**src/design/query_err_pkg.sv**
```systemverilog
/*
 * Constants for the query error register bank: register offsets, error codes,
 * reset values and field widths.
 * Assumes the including modules import the whole package.
 */
package query_err_pkg;
	localparam int                  DATA_W          = 16;
	localparam int                  ADDR_W          = 16;
	localparam int                  FUNC_W          = 8;
	localparam int                  CODE_W          = 8;
	localparam int                  DIAG_REGS       = 6;
	localparam int                  IDX_W           = 3;
	// Register offsets
	localparam logic [ADDR_W-1:0]   OFS_AREA_RESET  = 16'h005A;
	localparam logic [ADDR_W-1:0]   OFS_FAIL_FUNC   = 16'h005B;
	localparam logic [ADDR_W-1:0]   OFS_ERR_CODE    = 16'h005C;
	localparam logic [ADDR_W-1:0]   OFS_FAIL_ADDR   = 16'h005D;
	localparam logic [ADDR_W-1:0]   OFS_GOOD_WRITE  = 16'h005E;
	localparam logic [ADDR_W-1:0]   OFS_GOOD_READ   = 16'h005F;
	// Storage indices inside the small memory
	localparam logic [IDX_W-1:0]    IDX_AREA_RESET  = 3'h0;
	localparam logic [IDX_W-1:0]    IDX_FAIL_FUNC   = 3'h1;
	localparam logic [IDX_W-1:0]    IDX_ERR_CODE    = 3'h2;
	localparam logic [IDX_W-1:0]    IDX_FAIL_ADDR   = 3'h3;
	localparam logic [IDX_W-1:0]    IDX_GOOD_WRITE  = 3'h4;
	localparam logic [IDX_W-1:0]    IDX_GOOD_READ   = 3'h5;
	// Modbus exception that triggers capture
	localparam logic [CODE_W-1:0]   EXC_DEVICE_FAIL = 8'h04;
	// Detailed internal error codes
	localparam logic [CODE_W-1:0]   ERR_NONE        = 8'h00;
	localparam logic [CODE_W-1:0]   ERR_LIMIT       = 8'h02;
	localparam logic [CODE_W-1:0]   ERR_SUBINDEX    = 8'h03;
	localparam logic [CODE_W-1:0]   ERR_DATA_TYPE   = 8'h05;
	localparam logic [CODE_W-1:0]   ERR_DRIVE_COMM  = 8'h65;
	localparam logic [CODE_W-1:0]   ERR_TIMEOUT     = 8'h66;
	localparam logic [CODE_W-1:0]   ERR_READ_ONLY   = 8'h70;
	localparam logic [CODE_W-1:0]   ERR_GROUP_END   = 8'h71;
	localparam logic [CODE_W-1:0]   ERR_HIGH_NZ     = 8'h72;
	localparam logic [CODE_W-1:0]   ERR_LOW_ONLY    = 8'h73;
	localparam logic [CODE_W-1:0]   ERR_HIGH_ONLY   = 8'h74;
	// Value written to the reset register that clears the area
	localparam logic [DATA_W-1:0]   RESET_CMD       = 16'h0001;
	localparam logic [DATA_W-1:0]   REG_RESET_VAL   = 16'h0000;
	// Fault cause vector, one bit per detected cause; several may be set, lowest set bit wins
	localparam int                  CAUSE_N         = 10;
	localparam int                  C_LIMIT         = 0;
	localparam int                  C_SUBINDEX      = 1;
	localparam int                  C_DATA_TYPE     = 2;
	localparam int                  C_DRIVE_COMM    = 3;
	localparam int                  C_TIMEOUT       = 4;
	localparam int                  C_READ_ONLY     = 5;
	localparam int                  C_GROUP_END     = 6;
	localparam int                  C_HIGH_NZ       = 7;
	localparam int                  C_LOW_ONLY      = 8;
	localparam int                  C_HIGH_ONLY     = 9;

	typedef enum logic [2:0] {
		ST_IDLE  = 3'b001,
		ST_CLEAR = 3'b010,
		ST_FILL  = 3'b100
	} upd_state_e;
endpackage

```
**src/design/diag_regfile.sv**
```systemverilog
/*
 * Small storage for the six diagnostic words, one write port and one read port.
 * Read data come out of a register one cycle after the read index.
 * Assumes a single clock and an asynchronous active low reset.
 */
module diag_regfile
	import query_err_pkg::*;
#(
	parameter int WIDTH = DATA_W,
	parameter int DEPTH = DIAG_REGS
) (
	input  wire logic               mclk,
	input  wire logic               rst_n,
	input  wire logic               clr,
	input  wire logic               wr_en,
	input  wire logic [IDX_W-1:0]   wr_idx,
	input  wire logic [WIDTH-1:0]   wr_data,
	input  wire logic [IDX_W-1:0]   rd_idx,
	output logic      [WIDTH-1:0]   rd_data
);
	logic [WIDTH-1:0] mem_q [DEPTH];

	// One storage word per entry; a clear zeroes at once every entry not written in the same cycle
	genvar g;
	generate
		for (g = 0; g < DEPTH; g++) begin : g_word
			always_ff @(posedge mclk or negedge rst_n) begin
				if (!rst_n) begin
					mem_q[g] <= '0;
				end else if (wr_en && (wr_idx == IDX_W'(g))) begin
					mem_q[g] <= wr_data; // Write beats clear on the same word
				end else if (clr) begin
					mem_q[g] <= '0;
				end
			end
		end
	endgenerate

	// Registered read; out-of-range index reads as zero
	always_ff @(posedge mclk or negedge rst_n) begin
		if (!rst_n) begin
			rd_data <= '0;
		end else if (int'(rd_idx) < DEPTH) begin
			rd_data <= mem_q[rd_idx];
		end else begin
			rd_data <= '0;
		end
	end
endmodule

```
**src/design/modbus_query_error_registers.sv**
```systemverilog
/*
 * Diagnostic register bank that records why the last Modbus query failed.
 * The query engine reports each finished query with a one-cycle done pulse,
 * its outcome and the detected fault causes; the client reaches the six
 * holding registers through the register access port of the query engine.
 * Assumes inputs are synchronous to mclk and reports arrive one at a time.
 */
// How it works
// - Exception 0x04 loads the error area
// - Each failure overwrites the earlier details
// - Successful query clears the error area
// - Writing 1 to reset register clears area
// - Failed function, error code, failed register
// - Holds last successfully written register address; a good write that meets a fill is dropped
// - Holds last successfully read register address; a good read that meets a fill or a good write is dropped
// - Success reports code 0x00
// - Value outside limits reports 0x02
// - Missing array subindex reports 0x03
// - Wrong data type reports 0x05
// - Unclassified drive communication failure reports 0x65
// - Drive communication timeout reports 0x66
// - Non-zero write to read-only reports 0x70
// - Write across parameter groups reports 0x71
// - Non-zero upper bytes via 32-bit reports 0x72
// - Only low half of 32-bit reports 0x73
// - Only high half of 32-bit reports 0x74
module modbus_query_error_registers
	import query_err_pkg::*;
(
	input  wire logic                mclk,
	input  wire logic                rst_n,
	// Query outcome report from the query engine
	input  wire logic                query_done,
	input  wire logic                query_ok,
	input  wire logic [CODE_W-1:0]   query_exception,
	input  wire logic [FUNC_W-1:0]   query_function,
	input  wire logic [ADDR_W-1:0]   query_fail_addr,
	input  wire logic [CAUSE_N-1:0]  query_cause,
	// Successful single register transfers
	input  wire logic                good_write,
	input  wire logic [ADDR_W-1:0]   good_write_addr,
	input  wire logic                good_read,
	input  wire logic [ADDR_W-1:0]   good_read_addr,
	// Holding register access
	input  wire logic                reg_rd,
	input  wire logic                reg_wr,
	input  wire logic [ADDR_W-1:0]   reg_addr,
	input  wire logic [DATA_W-1:0]   reg_wdata,
	output logic      [DATA_W-1:0]   reg_rdata,
	output logic                     reg_rvalid,
	output logic                     reg_hit,
	output logic      [CODE_W-1:0]   error_code
);
	upd_state_e            state_q;
	upd_state_e            state_d;
	logic [CODE_W-1:0]     code_q;
	logic [CODE_W-1:0]     code_sel;
	logic [FUNC_W-1:0]     func_q;
	logic [ADDR_W-1:0]     fail_addr_q;
	logic                  fill_step_q;
	logic                  area_clear;
	logic                  wr_en;
	logic [IDX_W-1:0]      wr_idx;
	logic [DATA_W-1:0]     wr_data;
	logic [IDX_W-1:0]      rd_idx;
	logic                  rd_pend_q;
	logic                  hit_now;
	logic [DATA_W-1:0]     mem_rdata;
	logic                  capture;
	logic                  reset_req;
	logic                  fill_wr;
	logic [IDX_W-1:0]      fill_idx;
	logic [DATA_W-1:0]     fill_data;
	logic [CAUSE_N-1:0]    first_cause;

	// A failure is recorded only for the generic device-failure exception
	assign capture   = query_done && !query_ok && (query_exception == EXC_DEVICE_FAIL);
	assign reset_req = reg_wr && (reg_addr == OFS_AREA_RESET) && (reg_wdata == RESET_CMD);

	// Per cause bit: it survives only if no lower bit is set, so lowest wins
	genvar gc;
	generate
		for (gc = 0; gc < CAUSE_N; gc++) begin : g_cause
			if (gc == 0) begin : g_low
				assign first_cause[gc] = query_cause[gc];
			end else begin : g_up
				assign first_cause[gc] = query_cause[gc] && (query_cause[gc-1:0] == '0);
			end
		end
	endgenerate

	// Surviving bit to its code; no cause at all is a general drive fault
	always_comb begin
		code_sel = ERR_DRIVE_COMM;
		if (first_cause[C_LIMIT]) begin
			code_sel = ERR_LIMIT;
		end
		if (first_cause[C_SUBINDEX]) begin
			code_sel = ERR_SUBINDEX;
		end
		if (first_cause[C_DATA_TYPE]) begin
			code_sel = ERR_DATA_TYPE;
		end
		if (first_cause[C_DRIVE_COMM]) begin
			code_sel = ERR_DRIVE_COMM;
		end
		if (first_cause[C_TIMEOUT]) begin
			code_sel = ERR_TIMEOUT;
		end
		if (first_cause[C_READ_ONLY]) begin
			code_sel = ERR_READ_ONLY;
		end
		if (first_cause[C_GROUP_END]) begin
			code_sel = ERR_GROUP_END;
		end
		if (first_cause[C_HIGH_NZ]) begin
			code_sel = ERR_HIGH_NZ;
		end
		if (first_cause[C_LOW_ONLY]) begin
			code_sel = ERR_LOW_ONLY;
		end
		if (first_cause[C_HIGH_ONLY]) begin
			code_sel = ERR_HIGH_ONLY;
		end
	end

	// Next state: a fresh capture always wins over a pending clear
	always_comb begin
		state_d = state_q;
		unique case (state_q)
			ST_IDLE: begin
				if (capture) begin
					state_d = ST_FILL;
				end else if ((query_done && query_ok) || reset_req) begin
					state_d = ST_CLEAR;
				end
			end
			ST_CLEAR: begin
				state_d = capture ? ST_FILL : ST_IDLE;
			end
			ST_FILL: begin
				if (capture) begin
					state_d = ST_FILL;
				end else if ((query_done && query_ok) || reset_req) begin
					state_d = ST_CLEAR;
				end else if (fill_step_q) begin
					state_d = ST_IDLE;
				end
			end
			default: state_d = ST_IDLE;
		endcase
	end

	always_ff @(posedge mclk or negedge rst_n) begin
		if (!rst_n) begin
			state_q <= ST_IDLE;
		end else begin
			state_q <= state_d;
		end
	end

	// Latch the failure details for the fill; a new capture overwrites them
	always_ff @(posedge mclk or negedge rst_n) begin
		if (!rst_n) begin
			code_q <= ERR_NONE;
		end else if (capture) begin
			code_q <= code_sel;
		end else if (area_clear) begin
			code_q <= ERR_NONE;
		end
	end

	always_ff @(posedge mclk or negedge rst_n) begin
		if (!rst_n) begin
			func_q <= '0;
		end else if (capture) begin
			func_q <= query_function;
		end
	end

	always_ff @(posedge mclk or negedge rst_n) begin
		if (!rst_n) begin
			fail_addr_q <= '0;
		end else if (capture) begin
			fail_addr_q <= query_fail_addr;
		end
	end

	// Fill sequencing: one word per cycle, restarted by a fresh capture
	logic [1:0] fill_cnt_q;
	always_ff @(posedge mclk or negedge rst_n) begin
		if (!rst_n) begin
			fill_cnt_q <= 2'h0;
		end else if (state_q != ST_FILL || capture) begin
			fill_cnt_q <= 2'h0;
		end else begin
			fill_cnt_q <= fill_cnt_q + 2'h1;
		end
	end

	// Last-step flag, high while the final word is being written
	always_ff @(posedge mclk or negedge rst_n) begin
		if (!rst_n) begin
			fill_step_q <= 1'b0;
		end else if (state_q != ST_FILL || capture) begin
			fill_step_q <= 1'b0;
		end else begin
			fill_step_q <= (fill_cnt_q == 2'h1);
		end
	end

	// Clear always runs so no stale last-good word survives a quick refill
	assign area_clear = (state_q == ST_CLEAR);
	assign fill_wr    = (state_q == ST_FILL) && !capture;

	// Word that the fill writes in this cycle, chosen by the step count
	always_comb begin
		fill_idx  = IDX_FAIL_ADDR;
		fill_data = fail_addr_q;
		unique case (fill_cnt_q)
			2'h0: begin
				fill_idx  = IDX_FAIL_FUNC;
				fill_data = DATA_W'(func_q);
			end
			2'h1: begin
				fill_idx  = IDX_ERR_CODE;
				fill_data = DATA_W'(code_q);
			end
			default: begin
				fill_idx  = IDX_FAIL_ADDR;
				fill_data = fail_addr_q;
			end
		endcase
	end

	// Single write port: a good transfer that meets a fill is dropped
	always_comb begin
		wr_en   = 1'b0;
		wr_idx  = IDX_AREA_RESET;
		wr_data = REG_RESET_VAL;
		if (fill_wr) begin
			wr_en   = 1'b1;
			wr_idx  = fill_idx;
			wr_data = fill_data;
		end else if (good_write) begin
			wr_en   = 1'b1;
			wr_idx  = IDX_GOOD_WRITE;
			wr_data = good_write_addr;
		end else if (good_read) begin
			wr_en   = 1'b1;
			wr_idx  = IDX_GOOD_READ;
			wr_data = good_read_addr;
		end
	end

	// The reset register holds no state: it always reads as zero
	always_comb begin
		hit_now = 1'b1;
		rd_idx  = IDX_AREA_RESET;
		unique case (reg_addr)
			OFS_AREA_RESET: rd_idx = IDX_AREA_RESET;
			OFS_FAIL_FUNC:  rd_idx = IDX_FAIL_FUNC;
			OFS_ERR_CODE:   rd_idx = IDX_ERR_CODE;
			OFS_FAIL_ADDR:  rd_idx = IDX_FAIL_ADDR;
			OFS_GOOD_WRITE: rd_idx = IDX_GOOD_WRITE;
			OFS_GOOD_READ:  rd_idx = IDX_GOOD_READ;
			default:        hit_now = 1'b0;
		endcase
	end

	diag_regfile #(
		.WIDTH (DATA_W),
		.DEPTH (DIAG_REGS)
	) u_store (
		.mclk    (mclk),
		.rst_n   (rst_n),
		.clr     (area_clear),
		.wr_en   (wr_en),
		.wr_idx  (wr_idx),
		.wr_data (wr_data),
		.rd_idx  (rd_idx),
		.rd_data (mem_rdata)
	);

	// Read pipeline: store answers after one cycle, bank adds one more stage
	logic hit_pend_q;
	always_ff @(posedge mclk or negedge rst_n) begin
		if (!rst_n) begin
			rd_pend_q <= 1'b0;
		end else begin
			rd_pend_q <= reg_rd;
		end
	end

	// Hit flag travels beside the request through the same stage
	always_ff @(posedge mclk or negedge rst_n) begin
		if (!rst_n) begin
			hit_pend_q <= 1'b0;
		end else begin
			hit_pend_q <= reg_rd && hit_now;
		end
	end

	// Answer strobe, hit flag and data leave from flip-flops in one cycle
	always_ff @(posedge mclk or negedge rst_n) begin
		if (!rst_n) begin
			reg_rvalid <= 1'b0;
		end else begin
			reg_rvalid <= rd_pend_q;
		end
	end

	always_ff @(posedge mclk or negedge rst_n) begin
		if (!rst_n) begin
			reg_hit <= 1'b0;
		end else begin
			reg_hit <= hit_pend_q;
		end
	end

	always_ff @(posedge mclk or negedge rst_n) begin
		if (!rst_n) begin
			reg_rdata <= '0;
		end else begin
			reg_rdata <= hit_pend_q ? mem_rdata : '0; // Unmapped reads as zero
		end
	end

	// Live copy of the detailed code for the query engine and status lamps
	always_ff @(posedge mclk or negedge rst_n) begin
		if (!rst_n) begin
			error_code <= ERR_NONE;
		end else if (capture) begin
			error_code <= code_sel;
		end else if (query_done && query_ok) begin
			error_code <= ERR_NONE;
		end else if (reset_req) begin
			error_code <= ERR_NONE;
		end
	end
endmodule

```
**config.mk**
```make
export PLATFORM = sky130hd
export DESIGN_NAME = modbus_query_error_registers
export DESIGN_NICKNAME = d
export VERILOG_FILES = /design/src/design/query_err_pkg.sv /design/src/design/diag_regfile.sv /design/src/design/modbus_query_error_registers.sv
export SDC_FILE = /design/constraint.sdc
export NUM_CORES = 1
export LEC_CHECK = 0
export BUFFER_PORTS_ARGS = -buffer_cell sky130_fd_sc_hd__clkbuf_2
export CORE_MARGIN = 3
export CORE_UTILIZATION = 56
export DETAILED_ROUTE_END_ITERATION = 6
export PLACE_DENSITY = 0.84
export SKIP_LAST_GASP = 1
export SYNTH_ARGS = -nofsm -noshare
export SYNTH_HDL_FRONTEND = slang
export SYNTH_SLANG_ARGS = --single-unit
```
**constraint.sdc**
```tcl
create_clock -name mclk -period 2.5 [get_ports mclk]
set_input_delay 0.625 -clock mclk [delete_from_list [all_inputs] [get_ports mclk]]
set_output_delay 0.625 -clock mclk [all_outputs]
set_load 0.02 [all_outputs]
```
==> reports/qor.csv <==
metric;value;unit
status;finished, final reports clean;
vias per std cell;5.64;
crit end category;flip-flop;
TNS Setup;0;ns
Fin Hold WS;0.160;ns
final hold vios;0;
WL met3;1290;um
fmax;0.441;GHz
Hold WC Path Type;primary input to async pin;
Synth cell types;53;
# clock sinks;172;
layout cells sized above 1;0.256;
core box area;0.0135;mm2
die extent in y;124;um
WP data arrival;2.60;ns
nets;1039;
Critical Path RT;2.84;ns
clk_skew;0.00948;ns
clock latency on the worst-skew pair;0.44;ns
gr ovfl total;0;
vias in the first global route;6094;
Power Total;6.37;mW
met1 WL;8460;um
routed len/inst;16.8;um
Seq cells post-synth;172;
CTS clock-pin slew for the worst setup and hold paths;0.06;ns
actual slew at the worst max-slew pin;0.860;ns
first-pass GRT wire length;31100;um
unrepaired setup endpoints after global routing;false;
register area share after synthesis;0.550;
Layout fillers;1030;
Area Overhead vs Synth;20.0;%
row count;42;
Antenna Diode Count;0;
initial antenna violation count;0;
CP Class;flip-flop to flip-flop;
Pre-antenna DRT Iters;7;
initial core utilization;0.582;
maximum fanout along the worst path;13;
CTS tree;yes;
PD cells;678;mW/mm2
clock root buffer;clkbuf_16;
Worst slew margin;0.423;
clk buf depth;2;
max cap viols;0;
Tmin final;2.27;ns
via count;6257;
Syn. warnings;0;
most frequent cells in the layout;nand2_1, dfrtp_1, clkbuf_2;
Cell Area, Synth;0.00783;mm2
antenna viol nets, final;0;
I/O Pins;140;
die area;0.0154;mm2
total CTS buffers;17;
final setup vio count;0;
DRC Markers;0;
pin count of the biggest net entering global routing;60;
CTS H-Tree Depth;4;
Leak;4.82;nW
starting DRC count in detailed routing;550;
FFs w/ async S/R, synth;1.00;
nature of the critical path startpoint;flip-flop;
Total GRT Usage;0.250;
Slew Limit Fails;0;
Mapped Cells;790;
Die X;124;um
met2 routed WL;8580;um
top sig layer;met4;
Final period util;0.906;
post-detail-place hpwl;13000;um
Hold-fix buffers, CTS;0;
GP Congestion;0.832;
Final Util;0.698;
post-detailed-routing wire length;18600;um
maximum VDD drop;0.000473;V
number of synthesized flops with an enable pin;0;
Post-CTS Setup Bufs;0;
I/O Buffers;137;
Post-Syn Area per Cell;9.91;um2
most common cell after layout, fill and taps aside;nand2_1;
post-CTS sizing;0;
Top FF cell, synth;dfrtp_1;
==> power by group <==
part / switching (mW) / internal [mW] / leakage, nW
clock network: 1.09 / 1.59 / 0.282
logic: 0.338 / 0.259 / 2.23
registers: 0.101 / 2.99 / 2.30
==> worst max-delay path, cell delays in order, from the launching register on <==
cell	delay, ns
dfrtp_1	0.44
or3b_4	0.45
a41oi_4	0.42
buf_4	0.31
mux2_4	0.34
o21ai_0	0.21
==> kinds of logic after synthesis <==
logic type               after synthesis  synth area share
XOR/XNOR                               1           0.00112
flip-flops                           172             0.550
adder cells (fa/ha/maj)                4           0.00640
multiplexers                          62            0.0833
buffers and inverters                 74            0.0414
AND/OR/NAND/NOR                      308             0.177
AO/OA/AOI/OAI                        168             0.140
other                                  1          0.000479
==> stage by stage <==
step,area (um2),std cells,worst slack (ns)
after floorplan,7830,791,0.425
after global placement,8800,1078,0.183
after detailed placement,8800,1078,0.0619
after CTS,9390,1109,0.224
after global routing,9390,1109,0.0673
final,9390,1109,0.235
==> cell usage after synthesis, drive strengths merged (2+ instances only) <==
master    n  area (um2)
nand2   178         668
dfrtp   171        4280
o21ai    67         335
mux2i    43         430
nand3    39         195
a21oi    36         180
clkbuf   35         131
nor2     31         116
and2     21         131
buf      21         125
mux2     19         221
inv      18        67.6
o22ai    15        93.8
a31o      8        70.1
a22oi     7        52.6
a32oi     7         114
nor4      7        43.8
a21o      6        45.0
a221oi    6        52.6
nor2b     6        37.5
nor3      6        30.0
a22o      4        35.0
ha        4        50.1
nor4b     4        41.3
nand4     3        18.8
o211ai    3        22.5
and4      2        17.5
nand2b    2        12.5
nand3b    2        15.0
or3b      2        20.0
==> final timing paths <==
path | from | end | slack (ns) | cells past startpoint
min in group mclk | reg_rd | rd_pend_q | 0.31 | 1
max in group asynchronous | rst_n | u_store.mem_q[60] | 1.65 | 2
setup / recovery | state_q[2] | u_store.mem_q[52] | 0.23 | 5
hold / removal | rst_n | u_store.mem_q[81] | 0.16 | 1
setup reg to reg | state_q[2] | u_store.mem_q[52] | 0.23 | 5
hold reg to reg | rd_pend_q | reg_rvalid | 0.35 | 0
==> sequential cells by signal, indices dropped and copies added, names as in the netlist <==
register and cells:
code_q 5, error_code 5, fail_addr_q 16, fill_cnt_q 2, fill_step_q 1, func_q 8
hit_pend_q 1, rd_pend_q 1, reg_hit 1, reg_rdata 16, reg_rvalid 1, state_q 3
u_store.mem_q 96, u_store.rd_data 16
==> routing by layer <==
layer  vias up  global-route usage
met5         -                   0
met4         0              0.0703
met3        24              0.0563
met2       256               0.372
met1      2995               0.372
li1       2982                   -
==> final cells by class <==
type                            instances  area [um2]  share of cell area
Sequential cell                       172        4310               0.458
Multi-Input combinational cell        545        3210               0.342
Timing Repair Buffer                  167         992               0.106
Clock buffer                           20         447              0.0476
Tap cell                              176         220              0.0234
Clock inverter                         11         145              0.0155
Inverter                               18        67.6             0.00719
Power figures use the tool's default switching activity.
